===== src/include/soa_consts.svh =====
// Constants of the servo output arbiter: map, fields, resets and timing.
// How it works
// - Source priority: manual, wiper, reset, preset, error, PID.
// - Hand override enters while running or in reset.
// - Hand override drives motor from keys, not demand.
// - Up key opens, down key closes in override.
// - With feedback, inputs pick one of seven presets.
// - With feedback, preset to PID is bumpless inside band.
// - Without feedback: P2 close, P3 open, others stop.
// - Without feedback, preset to PID jumps directly.
// - All preset inputs off selects PID demand, or error action if set.
// - Limiter never applies to override or presets.
// - PID demand clamped only when feedback fitted.
// - Demand is target; motor moves respecting dead zone.
// - Low wire open reads zero; Open held.
// - Wiper open flags fault; with feedback, drives configured action.
// - High wire open reads full; Close held.
// - No feedback at 0/100% pulses 5% stroke per 30s.
// - Hysteresis is a quarter of the dead zone from 1.2% up.
// - Hysteresis 0.3% below 1.2%, 0.2% at 0.2%.
// - Override disables preset, keys still work.
// - Leaving override resumes the selected preset.
// - Dead zone 0.2 to 10.0%, default 2.0%.
`ifndef SOA_CONSTS_SVH
`define SOA_CONSTS_SVH
`define SOA_ADR_CTRL 8'h00
`define SOA_ADR_DEMAND 8'h04
`define SOA_ADR_DEADZ 8'h08
`define SOA_ADR_LIMIT 8'h0C
`define SOA_ADR_PBAND 8'h10
`define SOA_ADR_STROKE 8'h14
`define SOA_ADR_STATUS 8'h18
`define SOA_ADR_POSN 8'h1C
`define SOA_ADR_PRE_FIRST 8'h20
`define SOA_ADR_PRE_LAST 8'h38
`define SOA_FULL 10'h3E8
`define SOA_DZ_MIN 7'h02
`define SOA_DZ_MAX 7'h64
`define SOA_DZ_RST 7'h14
`define SOA_DZ_FIX 7'h0C
`define SOA_HYST_FIX 7'h03
`define SOA_HYST_MIN 7'h02
`define SOA_PB_RST 10'h032
`define SOA_STROKE_RST 8'h1E
`define SOA_CLK_HZ 20000000
`define SOA_PULSE_PERIOD_S 30
`define SOA_PULSE_PCT 5
`define SOA_BUMP_STEP_MS 1
`define SOA_PERIOD_CYC (`SOA_PULSE_PERIOD_S * `SOA_CLK_HZ)
`define SOA_PULSE_UNIT_CYC (`SOA_CLK_HZ / 100 * `SOA_PULSE_PCT)
`define SOA_EST_UNIT_CYC (`SOA_CLK_HZ / 1000)
`define SOA_BUMP_CYC (`SOA_CLK_HZ / 1000 * `SOA_BUMP_STEP_MS)
`endif


===== src/include/soa_pkg.sv =====
// Types shared by the servo output arbiter modules.
package soa_pkg;
   typedef enum logic [2:0] {
      SRC_MANUAL = 3'h0,
      SRC_WIPER = 3'h1,
      SRC_RESET = 3'h3,
      SRC_PRESET = 3'h2,
      SRC_ERROR = 3'h6,
      SRC_PID = 3'h7
   } soa_src_t;
   typedef enum logic [1:0] {
      ACT_STOP = 2'h0,
      ACT_CLOSE = 2'h1,
      ACT_OPEN = 2'h2,
      ACT_IDLE = 2'h3
   } soa_act_t;
   typedef struct packed {
      logic ack;
      logic [31:0] rdat;
      logic ovr;
      logic fb;
      logic stby;
      logic ierr;
      soa_act_t wact;
      soa_act_t ract;
      soa_act_t eact;
      logic [9:0] demand;
      logic [6:0] dz;
      logic [9:0] lim_lo;
      logic [9:0] lim_hi;
      logic [9:0] pb;
      logic [7:0] stroke;
      logic [6:0][9:0] preset;
      logic [9:0] tgt;
      logic bump;
      logic [31:0] bcnt;
      logic [9:0] est;
      logic [31:0] tick;
      logic open;
      logic close;
      soa_src_t src;
   } soa_top_t;
   typedef struct packed {
      logic [31:0] cnt;
      logic pulse;
   } soa_pulse_t;
endpackage


===== src/design/soa_sync3.sv =====
// Three-stage pin synchroniser that accepts a change once stages agree.
`timescale 1ns/1ps
module soa_sync3 #(
   parameter int W = 6
)
(
   input wire logic clk_in,
   input wire logic srst_in,
   input wire logic [W-1:0] d_in,
   output logic [W-1:0] q_out
);
   typedef struct packed {
      logic [W-1:0] s1;
      logic [W-1:0] s2;
      logic [W-1:0] s3;
      logic [W-1:0] val;
   } soa_sync_t;
   soa_sync_t q;
   soa_sync_t d;
   always_comb
   begin
      d = q;
      d.s1 = d_in;
      d.s2 = q.s1;
      d.s3 = q.s2;
      for (int i = 0; i < W; i++)
      begin
         if (q.s2[i] == q.s3[i])
         begin
            d.val[i] = q.s3[i];
         end
      end
      if (srst_in)
      begin
         d = '0;
      end
   end
   always_ff @(posedge clk_in)
   begin
      q <= d;
   end
   assign q_out = q.val;
endmodule


===== src/design/soa_pulse_timer.sv =====
// Periodic end-position pulse generator for the no-feedback case.
`timescale 1ns/1ps
`include "soa_consts.svh"
module soa_pulse_timer
   import soa_pkg::*;
#(
   parameter int unsigned PERIOD_CYC = `SOA_PERIOD_CYC
)
(
   input wire logic clk_in,
   input wire logic srst_in,
   input wire logic en_in,
   input wire logic [31:0] len_in,
   output logic pulse_out
);
   soa_pulse_t q;
   soa_pulse_t d;
   // The period restarts whenever the enable drops, so each new hold
   // at an end position begins with a full pulse.
   always_comb
   begin
      d = q;
      if (!en_in || q.cnt >= PERIOD_CYC - 1)
      begin
         d.cnt = '0;
      end
      else
      begin
         d.cnt = q.cnt + 32'h1;
      end
      // The old count is compared so that the first pulse after the enable
      // is as long as every later one.
      d.pulse = en_in && (q.cnt < len_in);
      if (srst_in)
      begin
         d = '0;
      end
   end
   always_ff @(posedge clk_in)
   begin
      q <= d;
   end
   assign pulse_out = q.pulse;
endmodule


===== src/design/soa_servo_top.sv =====
// Servo output arbiter: source priority, servo band and Wishbone registers.
//
// Decided for this implementation: the address map and register access over Wishbone.
`timescale 1ns/1ps
`include "soa_consts.svh"
module soa_servo_top
   import soa_pkg::*;
#(
   parameter int unsigned PERIOD_CYC = `SOA_PERIOD_CYC,
   parameter int unsigned PULSE_UNIT_CYC = `SOA_PULSE_UNIT_CYC,
   parameter int unsigned EST_UNIT_CYC = `SOA_EST_UNIT_CYC,
   parameter int unsigned BUMP_CYC = `SOA_BUMP_CYC
)
(
   input wire logic SYS_CLK_IN,
   input wire logic SRST_IN,
   input wire logic WB_CYC_IN,
   input wire logic WB_STB_IN,
   input wire logic WB_WE_IN,
   input wire logic [7:0] WB_ADR_IN,
   input wire logic [3:0] WB_SEL_IN,
   input wire logic [31:0] WB_DAT_IN,
   output logic [31:0] WB_DAT_OUT,
   output logic WB_ACK_OUT,
   input wire logic KEY_UP_IN,
   input wire logic KEY_DOWN_IN,
   input wire logic [2:0] PRESET_SEL_IN,
   input wire logic WIPER_OPEN_IN,
   input wire logic [11:0] POS_IN,
   output logic MOTOR_OPEN_OUT,
   output logic MOTOR_CLOSE_OUT
);
   soa_top_t q;
   soa_top_t d;
   logic [5:0] pins_f;
   logic key_up;
   logic key_dn;
   logic wiper_f;
   logic [2:0] psel;
   logic [2:0] pidx;
   logic [2:0] widx;
   logic pulse;
   logic pulse_en;
   logic [31:0] pulse_len;
   logic [31:0] est_lim;
   logic [31:0] rd_word;
   logic [31:0] wmask;
   logic [31:0] wdat;
   logic wr;
   logic [9:0] dl;
   logic [9:0] tgt_eff;
   logic [9:0] preset_v;
   logic [9:0] gap;
   logic [6:0] hyst;
   logic signed [12:0] posv;
   logic signed [12:0] pos_s;
   logic signed [12:0] lo_th;
   logic signed [12:0] hi_th;
   logic srv_open;
   logic srv_close;

   soa_sync3 #(
      .W(6)
   ) u_sync (
      .clk_in(SYS_CLK_IN),
      .srst_in(SRST_IN),
      .d_in({KEY_UP_IN, KEY_DOWN_IN, WIPER_OPEN_IN, PRESET_SEL_IN}),
      .q_out(pins_f)
   );
   assign {key_up, key_dn, wiper_f, psel} = pins_f;

   soa_pulse_timer #(
      .PERIOD_CYC(PERIOD_CYC)
   ) u_pulse (
      .clk_in(SYS_CLK_IN),
      .srst_in(SRST_IN),
      .en_in(pulse_en),
      .len_in(pulse_len),
      .pulse_out(pulse)
   );

   // Returns {open, close} for a configured fixed action.
   function automatic logic [1:0] act_drive(input soa_act_t a);
      case (a)
         ACT_OPEN: act_drive = 2'h2;
         ACT_CLOSE: act_drive = 2'h1;
         default: act_drive = 2'h0;
      endcase
   endfunction

   always_comb
   begin
      d = q;
      wr = WB_CYC_IN && WB_STB_IN && !q.ack;
      pidx = (psel == 3'h0) ? 3'h0 : psel - 3'h1;
      widx = 3'((WB_ADR_IN - `SOA_ADR_PRE_FIRST) >> 2);
      pulse_len = 32'(q.stroke) * PULSE_UNIT_CYC;
      est_lim = 32'(q.stroke) * EST_UNIT_CYC;
      pos_s = {POS_IN[11], POS_IN};
      preset_v = q.preset[pidx];
      if (q.dz == `SOA_DZ_MIN)
      begin
         hyst = `SOA_HYST_MIN;
      end
      else if (q.dz < `SOA_DZ_FIX)
      begin
         hyst = `SOA_HYST_FIX;
      end
      else
      begin
         hyst = q.dz >> 2;
      end
      dl = q.demand;
      if (q.fb)
      begin
         if (dl < q.lim_lo)
         begin
            dl = q.lim_lo;
         end
         else if (dl > q.lim_hi)
         begin
            dl = q.lim_hi;
         end
      end
      // Override is checked before standby, so it is taken in either.
      if (q.ovr)
      begin
         d.src = SRC_MANUAL;
      end
      else if (q.fb && wiper_f)
      begin
         d.src = SRC_WIPER;
      end
      else if (q.stby)
      begin
         d.src = SRC_RESET;
      end
      else if (psel != 3'h0)
      begin
         d.src = SRC_PRESET;
      end
      else if (q.ierr)
      begin
         d.src = SRC_ERROR;
      end
      else
      begin
         d.src = SRC_PID;
      end
      gap = (dl > q.tgt) ? dl - q.tgt : q.tgt - dl;
      if (d.src == SRC_PRESET)
      begin
         d.tgt = preset_v;
         d.bump = 1'b0;
      end
      else if (q.src == SRC_PRESET && d.src == SRC_PID)
      begin
         d.bump = q.fb && (gap <= q.pb);
         d.bcnt = '0;
      end
      else if (q.bump && d.src == SRC_PID)
      begin
         // Slew one step per interval so the valve walks to the demand.
         if (q.bcnt >= BUMP_CYC - 1)
         begin
            d.bcnt = '0;
            if (q.tgt < dl)
            begin
               d.tgt = q.tgt + 10'h001;
            end
            else if (q.tgt > dl)
            begin
               d.tgt = q.tgt - 10'h001;
            end
            else
            begin
               d.bump = 1'b0;
            end
         end
         else
         begin
            d.bcnt = q.bcnt + 32'h1;
         end
      end
      else
      begin
         d.bump = 1'b0;
      end
      if (d.src == SRC_PRESET)
      begin
         tgt_eff = preset_v;
      end
      else
      begin
         tgt_eff = d.bump ? q.tgt : dl;
      end
      posv = q.fb ? pos_s : $signed({3'h0, q.est});
      lo_th = $signed({3'h0, tgt_eff}) - $signed({6'h0, q.dz >> 1});
      hi_th = $signed({3'h0, tgt_eff}) + $signed({6'h0, q.dz >> 1});
      if (q.open)
      begin
         srv_open = posv < lo_th + $signed({6'h0, hyst});
      end
      else
      begin
         srv_open = posv < lo_th;
      end
      if (q.close)
      begin
         srv_close = !srv_open && (posv > hi_th - $signed({6'h0, hyst}));
      end
      else
      begin
         srv_close = !srv_open && (posv > hi_th);
      end
      pulse_en = !q.fb && d.src == SRC_PID
         && ((dl == 10'h000 && q.est == 10'h000)
         || (dl == `SOA_FULL && q.est == `SOA_FULL));
      case (d.src)
         SRC_MANUAL:
         begin
            d.open = key_up && !key_dn;
            d.close = key_dn && !key_up;
         end
         SRC_WIPER: {d.open, d.close} = act_drive(q.wact);
         SRC_RESET: {d.open, d.close} = act_drive(q.ract);
         SRC_ERROR: {d.open, d.close} = act_drive(q.eact);
         SRC_PRESET:
         begin
            if (q.fb)
            begin
               {d.open, d.close} = {srv_open, srv_close};
            end
            else
            begin
               d.open = (psel == 3'h3);
               d.close = (psel == 3'h2);
            end
         end
         default:
         begin
            {d.open, d.close} = {srv_open, srv_close};
            if (pulse_en)
            begin
               d.open = (dl == `SOA_FULL) && pulse;
               d.close = (dl == 10'h000) && pulse;
            end
            // The dead zone would park the estimate short of the end, so
            // the motor is run on until the estimate reaches the stop.
            else if (!q.fb && dl == `SOA_FULL)
            begin
               d.open = 1'b1;
               d.close = 1'b0;
            end
            else if (!q.fb && dl == 10'h000)
            begin
               d.open = 1'b0;
               d.close = 1'b1;
            end
         end
      endcase
      if (q.fb && (d.src == SRC_PRESET || d.src == SRC_PID))
      begin
         if (pos_s <= 13'sh0)
         begin
            d.open = 1'b1;
            d.close = 1'b0;
         end
         else if (pos_s >= $signed({3'h0, `SOA_FULL}))
         begin
            d.open = 1'b0;
            d.close = 1'b1;
         end
      end
      // Without a potentiometer the position is inferred from run time.
      if (!q.fb && (q.open ^ q.close))
      begin
         if (q.tick >= est_lim - 32'h1)
         begin
            d.tick = '0;
            if (q.open && q.est < `SOA_FULL)
            begin
               d.est = q.est + 10'h001;
            end
            else if (q.close && q.est != 10'h000)
            begin
               d.est = q.est - 10'h001;
            end
         end
         else
         begin
            d.tick = q.tick + 32'h1;
         end
      end
      else
      begin
         d.tick = '0;
      end
      case (WB_ADR_IN)
         `SOA_ADR_CTRL: rd_word = {22'h0, q.eact, q.ract, q.wact,
            q.ierr, q.stby, q.fb, q.ovr};
         `SOA_ADR_DEMAND: rd_word = {22'h0, q.demand};
         `SOA_ADR_DEADZ: rd_word = {25'h0, q.dz};
         `SOA_ADR_LIMIT: rd_word = {6'h0, q.lim_hi, 6'h0, q.lim_lo};
         `SOA_ADR_PBAND: rd_word = {22'h0, q.pb};
         `SOA_ADR_STROKE: rd_word = {24'h0, q.stroke};
         `SOA_ADR_STATUS: rd_word = {9'h0, hyst, 9'h0, q.bump, wiper_f,
            q.src, q.close, q.open};
         `SOA_ADR_POSN: rd_word = {{19{posv[12]}}, posv};
         default: rd_word = 32'h0;
      endcase
      if (WB_ADR_IN >= `SOA_ADR_PRE_FIRST && WB_ADR_IN <= `SOA_ADR_PRE_LAST
         && WB_ADR_IN[1:0] == 2'h0)
      begin
         rd_word = {22'h0, q.preset[widx]};
      end
      wmask = {{8{WB_SEL_IN[3]}}, {8{WB_SEL_IN[2]}},
         {8{WB_SEL_IN[1]}}, {8{WB_SEL_IN[0]}}};
      wdat = (rd_word & ~wmask) | (WB_DAT_IN & wmask);
      d.ack = wr;
      if (wr)
      begin
         d.rdat = rd_word;
      end
      if (wr && WB_WE_IN)
      begin
         case (WB_ADR_IN)
            `SOA_ADR_CTRL:
            begin
               {d.ovr, d.fb, d.stby, d.ierr} = {wdat[0], wdat[1],
                  wdat[2], wdat[3]};
               d.wact = soa_act_t'(wdat[5:4]);
               d.ract = soa_act_t'(wdat[7:6]);
               d.eact = soa_act_t'(wdat[9:8]);
            end
            `SOA_ADR_DEMAND:
               d.demand = (wdat[9:0] > `SOA_FULL) ? `SOA_FULL : wdat[9:0];
            `SOA_ADR_DEADZ:
            begin
               if (wdat[6:0] >= `SOA_DZ_MIN && wdat[6:0] <= `SOA_DZ_MAX
                  && wdat[31:7] == 25'h0)
               begin
                  d.dz = wdat[6:0];
               end
            end
            `SOA_ADR_LIMIT:
            begin
               d.lim_lo = wdat[9:0];
               d.lim_hi = wdat[25:16];
            end
            `SOA_ADR_PBAND: d.pb = wdat[9:0];
            `SOA_ADR_STROKE:
            begin
               if (wdat[7:0] != 8'h00)
               begin
                  d.stroke = wdat[7:0];
               end
            end
            default:
            begin
               if (WB_ADR_IN >= `SOA_ADR_PRE_FIRST
                  && WB_ADR_IN <= `SOA_ADR_PRE_LAST
                  && WB_ADR_IN[1:0] == 2'h0)
               begin
                  d.preset[widx] = wdat[9:0];
               end
            end
         endcase
      end
      if (SRST_IN)
      begin
         d = '0;
         d.dz = `SOA_DZ_RST;
         d.lim_hi = `SOA_FULL;
         d.pb = `SOA_PB_RST;
         d.stroke = `SOA_STROKE_RST;
         d.src = SRC_PID;
      end
   end

   always_ff @(posedge SYS_CLK_IN)
   begin
      q <= d;
   end

   assign WB_DAT_OUT = q.rdat;
   assign WB_ACK_OUT = q.ack;
   assign MOTOR_OPEN_OUT = q.open;
   assign MOTOR_CLOSE_OUT = q.close;

   a_manual_open: assert property (
      @(posedge SYS_CLK_IN) disable iff (SRST_IN)
      q.ovr && key_up && !key_dn |=> MOTOR_OPEN_OUT && !MOTOR_CLOSE_OUT)
      else $error("override up key did not open");
   a_override_stop: assert property (
      @(posedge SYS_CLK_IN) disable iff (SRST_IN)
      q.ovr && !key_up && !key_dn |=> !MOTOR_OPEN_OUT && !MOTOR_CLOSE_OUT)
      else $error("override without keys moved the motor");
   a_never_both: assert property (
      @(posedge SYS_CLK_IN) disable iff (SRST_IN)
      !(MOTOR_OPEN_OUT && MOTOR_CLOSE_OUT))
      else $error("open and close driven together");
   a_wiper_close: assert property (
      @(posedge SYS_CLK_IN) disable iff (SRST_IN)
      q.fb && wiper_f && !q.ovr && q.wact == ACT_CLOSE
      |=> MOTOR_CLOSE_OUT && !MOTOR_OPEN_OUT)
      else $error("wiper fault action not driven");
   a_low_wire: assert property (
      @(posedge SYS_CLK_IN) disable iff (SRST_IN)
      q.fb && !q.ovr && !wiper_f && !q.stby && (psel != 3'h0 || !q.ierr)
      && pos_s <= 13'sh0 |=> MOTOR_OPEN_OUT)
      else $error("open not held at zero position");
   a_high_wire: assert property (
      @(posedge SYS_CLK_IN) disable iff (SRST_IN)
      q.fb && !q.ovr && !wiper_f && !q.stby && (psel != 3'h0 || !q.ierr)
      && pos_s >= 13'sh3E8 |=> MOTOR_CLOSE_OUT)
      else $error("close not held at full position");
   a_preset_nofb: assert property (
      @(posedge SYS_CLK_IN) disable iff (SRST_IN)
      !q.fb && !q.ovr && !q.stby && psel == 3'h2
      |=> MOTOR_CLOSE_OUT && !MOTOR_OPEN_OUT)
      else $error("preset two did not close");
   a_dz_range: assert property (
      @(posedge SYS_CLK_IN) disable iff (SRST_IN)
      ##1 (q.dz >= 7'h02 && q.dz <= 7'h64))
      else $error("dead zone left its range");
   a_ack_once: assert property (
      @(posedge SYS_CLK_IN) disable iff (SRST_IN)
      WB_ACK_OUT |=> !WB_ACK_OUT)
      else $error("ack held for two cycles");
endmodule


===== config.mk =====
export PLATFORM = sky130hd
export DESIGN_NAME = soa_servo_top
export DESIGN_NICKNAME = d
export VERILOG_FILES = /design/src/include/soa_pkg.sv /design/src/design/soa_sync3.sv /design/src/design/soa_pulse_timer.sv /design/src/design/soa_servo_top.sv
export VERILOG_INCLUDE_DIRS = /design/src /design/src/include
export SDC_FILE = /design/constraint.sdc
export NUM_CORES = 1
export LEC_CHECK = 0
export BUFFER_PORTS_ARGS = -buffer_cell sky130_fd_sc_hd__buf_2
export CAP_MARGIN = 20
export CELL_PAD_IN_SITES_DETAIL_PLACEMENT = 0
export CELL_PAD_IN_SITES_GLOBAL_PLACEMENT = 1
export CORE_AREA = 4 4 237 239
export CTS_BUF_LIST = sky130_fd_sc_hd__clkbuf_2 sky130_fd_sc_hd__clkbuf_4 sky130_fd_sc_hd__clkbuf_8
export DETAILED_ROUTE_END_ITERATION = 10
export DIE_AREA = 0 0 241 243
export GPL_TIMING_DRIVEN = 0
export PLACE_DENSITY_LB_ADDON = 0.15
export SLEW_MARGIN = 20
export SYNTH_ARGS = -nofsm -noshare
export SYNTH_HDL_FRONTEND = slang
export SYNTH_HIERARCHICAL = 1
export SYNTH_SLANG_ARGS = --single-unit

===== constraint.sdc =====
create_clock -name SYS_CLK_IN -period 23 [get_ports SYS_CLK_IN]
set_clock_uncertainty 0.05 [all_clocks]
set_input_delay 2.3 -clock SYS_CLK_IN [delete_from_list [all_inputs] [get_ports SYS_CLK_IN]]
set_output_delay 2.3 -clock SYS_CLK_IN [all_outputs]
set_load 0.01 [all_outputs]

==> metrics <==
status=finished clean; clock root cell=clkbuf_8; max-cap violations=0; final setup fails=0; Pwr Total=between 1000 and 1500 uW; DRT antenna net count=0; port bufs=98; Slew @ Worst Pin=1.11 ns; worst path arrival time=14.13 ns; Clock transition at path regs=0.06 ns; die footprint=between 0.05 and 0.06 mm2; RSZ-0062 raised after global routing=false; initial DRC count=1726; total core area=0.0538 mm2; first-pass GRT wire length=127000 um; post-CTS resize count=0; fraction of layout cells with a size suffix above 1=between 10% and 20%; most used cell, CP=a21oi_1; Cell Pwr Density=47.3 mW/mm2; synth warn=6; chip width=approximately 240 um; Psw=328 uW; Crit Path Category=reg -> reg; Fmax=73.6 MHz; IO Count=slightly above 100; initial antenna violation count=3; Logic pwr share=7.8%; Switching Share=25.7%; Post-Syn Area=0.0242 mm2; largest net degree at the start of global routing=19; # nets final=3562; Lkg Pwr=0.0115 uW; Req. time, crit path=23.55 ns; CP endpoint kind=flip-flop; Max VDD drop=between 0.05 and 0.06 mV; CTS tree=yes; Yosys top cell area share=25.3%; final hold viol count=0; P&R area growth vs syn=11.9%; asr flop ratio synth=0%; most frequent cell after synthesis=nand2_1; Rows=85; min cycle time layout=13.58 ns; vias in the first global route=22073; H-tree levels=2; max-slew violations=0; gr usage total=27.7%; final WL=83400 um; FF-to-FF setup slack=9.42 ns; CTS buffer count=58; Startpoint Class=flip-flop; Max stage delay on crit path=0.58 ns; Vias/cell=5.80; count of state elements after synthesis=305; Sink Count=305; HPWL after DPL=64900 um; Internal=approximately 950 uW; Post-synth EDFFs=0; Synth Instances=between 3000 and 4000; routed vias=between 20000 and 25000; Max Root-Sink Buffers=3; fin crit share=about three fifths; worst hold path class=reg -> reg; Mean Syn Cell Area=8.04 um2; Netlist cell types=approximately 100; Yosys top cell by area=dfxtp_1; CP Max Fanout=10; relative slew slack=~24%; Main synth FF type=dfxtp_1; Seq/Total Area, Yosys=25.3%; die height=243 um; Sum Neg Setup Slack=0 ns; routed len/inst=21.3 um; DRC Markers=0; Initial DRT Pass Iterations=6; Starting Density=44.9%; cts hold-fix bufs=0; Flop pwr share=41.9%; grt ovf=0; post-CTS setup buffer count=0; Clock power frac=around 50%; top post-synthesis cells by area=dfxtp_1 (25%), ha_1 (15%), nand2_1 (6.1%); GP Congestion=0.972; list of most frequent post-synthesis cells=nand2_1 (395), dfxtp_1 (305), ha_1 (286), nor2_1 (266), a21oi_1 (246); Filler cells=5324; Clk Latency, worst-skew pair=0.70 ns; slowest CP cell=fa_1
==> layout make-up <==
type	instances	area (um2)	area share [%]
multi-input combinational	2321	16400	60.7
sequential	305	6110	22.6
clock buffer	89	1120	4.16
tap	696	871	3.22
inverter	230	863	3.19
buffer	158	857	3.17
timing repair buffer	100	505	1.87
clock inverter	20	290	1.07
antenna	4	10.0	0.0370
==> critical path: cells and delay by family (launching register included) <==
kind | cells | cell delay [ns]
AOI/OAI and AO/OA | 24 | 6.02
DFF | 1 | 0.50
adders and majority gates | 6 | 2.33
and+or+nand+nor | 11 | 1.80
muxes | 2 | 0.53
buffers and inverters | 9 | 2.28
==> sequential cells by signal (all words and copies together), names as in the netlist <==
register and count:
q 223, MOTOR_OPEN_OUT 1, u_pulse/pulse_out 1, WB_DAT_OUT 22, u_sync/q_out 6, u_pulse/q 32, WB_ACK_OUT 1, u_sync/q 18
MOTOR_CLOSE_OUT 1
==> worst paths after layout <==
| check | startpoint | end | cells after the start |
|---|---|---|---|
| worst max-delay path | q[197] | MOTOR_OPEN_OUT | 52 |
| worst min-delay path | u_sync/q[23] | u_sync/q[17] | 1 |
| worst max register to register | q[197] | MOTOR_OPEN_OUT | 52 |
| worst min register to register | u_sync/q[23] | u_sync/q[17] | 1 |
==> metrics by stage <==
stage | hold WS, ns | utilization [%] | cell area (um2) | setup slack [ns] | cells
after detailed placement | 0.378 | 47.6 | 25600 | 9.64 | 3810
after floorplan | 0.361 | - | 24200 | 12.48 | 3014
final | 0.393 | 50.3 | 27000 | 9.42 | 3923
after global routing | 0.410 | 50.2 | 27000 | 8.52 | 3920
after CTS | 0.392 | 50.2 | 27000 | 9.56 | 3919
after global placement | 0.375 | 47.5 | 25600 | 9.91 | 3808
==> power groups by stage <==
| stage | clock [uW] | combinational, uW | sequential (uW) |
|---|---|---|---|
| 3_5_place_dp | 0 | 97.7 | 546 |
| 6_report | 644 | 99.6 | 535 |
| 3_3_place_gp | 0 | 96.2 | 546 |
| 2_1_floorplan | 0 | 60.4 | 545 |
| 5_1_grt | 682 | 107 | 535 |
| 4_1_cts | 656 | 98.2 | 535 |
==> cell families after synthesis <==
group,after synthesis,synth area share [%]
compound gates,650,17.7
xor+xnor,164,6.00
fa+ha+maj,321,17.7
buf+inv,388,7.12
flops,305,25.3
mux,112,5.41
other cells,2,0.0311
simple gates,1062,20.8
==> placed cells by master (no fill, tap or decap), types with 17 or more instances in the layout <==
master,instances
mux2_2,29
a21o_1,35
o21a_1,19
nand2_1,395
buf_4,44
ha_1,286
nand4_1,44
nand3_1,79
and3_1,29
o21bai_1,25
buf_2,118
mux2i_1,70
xnor2_1,84
xor2_1,79
and2_1,17
fa_1,35
a31oi_1,23
nor2_1,266
nor2b_1,39
nand2b_1,29
o21ai_0,93
dfxtp_1,305
clkbuf_8,73
o211ai_1,38
inv_1,227
nor4_1,19
a211oi_1,25
clkbuf_1,70
a21oi_1,246
nor3_1,48
==> routing by layer <==
layer | share of wire, % | global-route usage [%] | vias up
met5 | 0.012 | 0 | -
met4 | 5.0 | 12.6 | 2
met3 | 7.2 | 4.11 | 194
met2 | 45 | 45.2 | 833
met1 | 43 | 36.3 | 10874
li1 | - | - | 10838
Note: power is estimated with default switching activity, not from simulation.
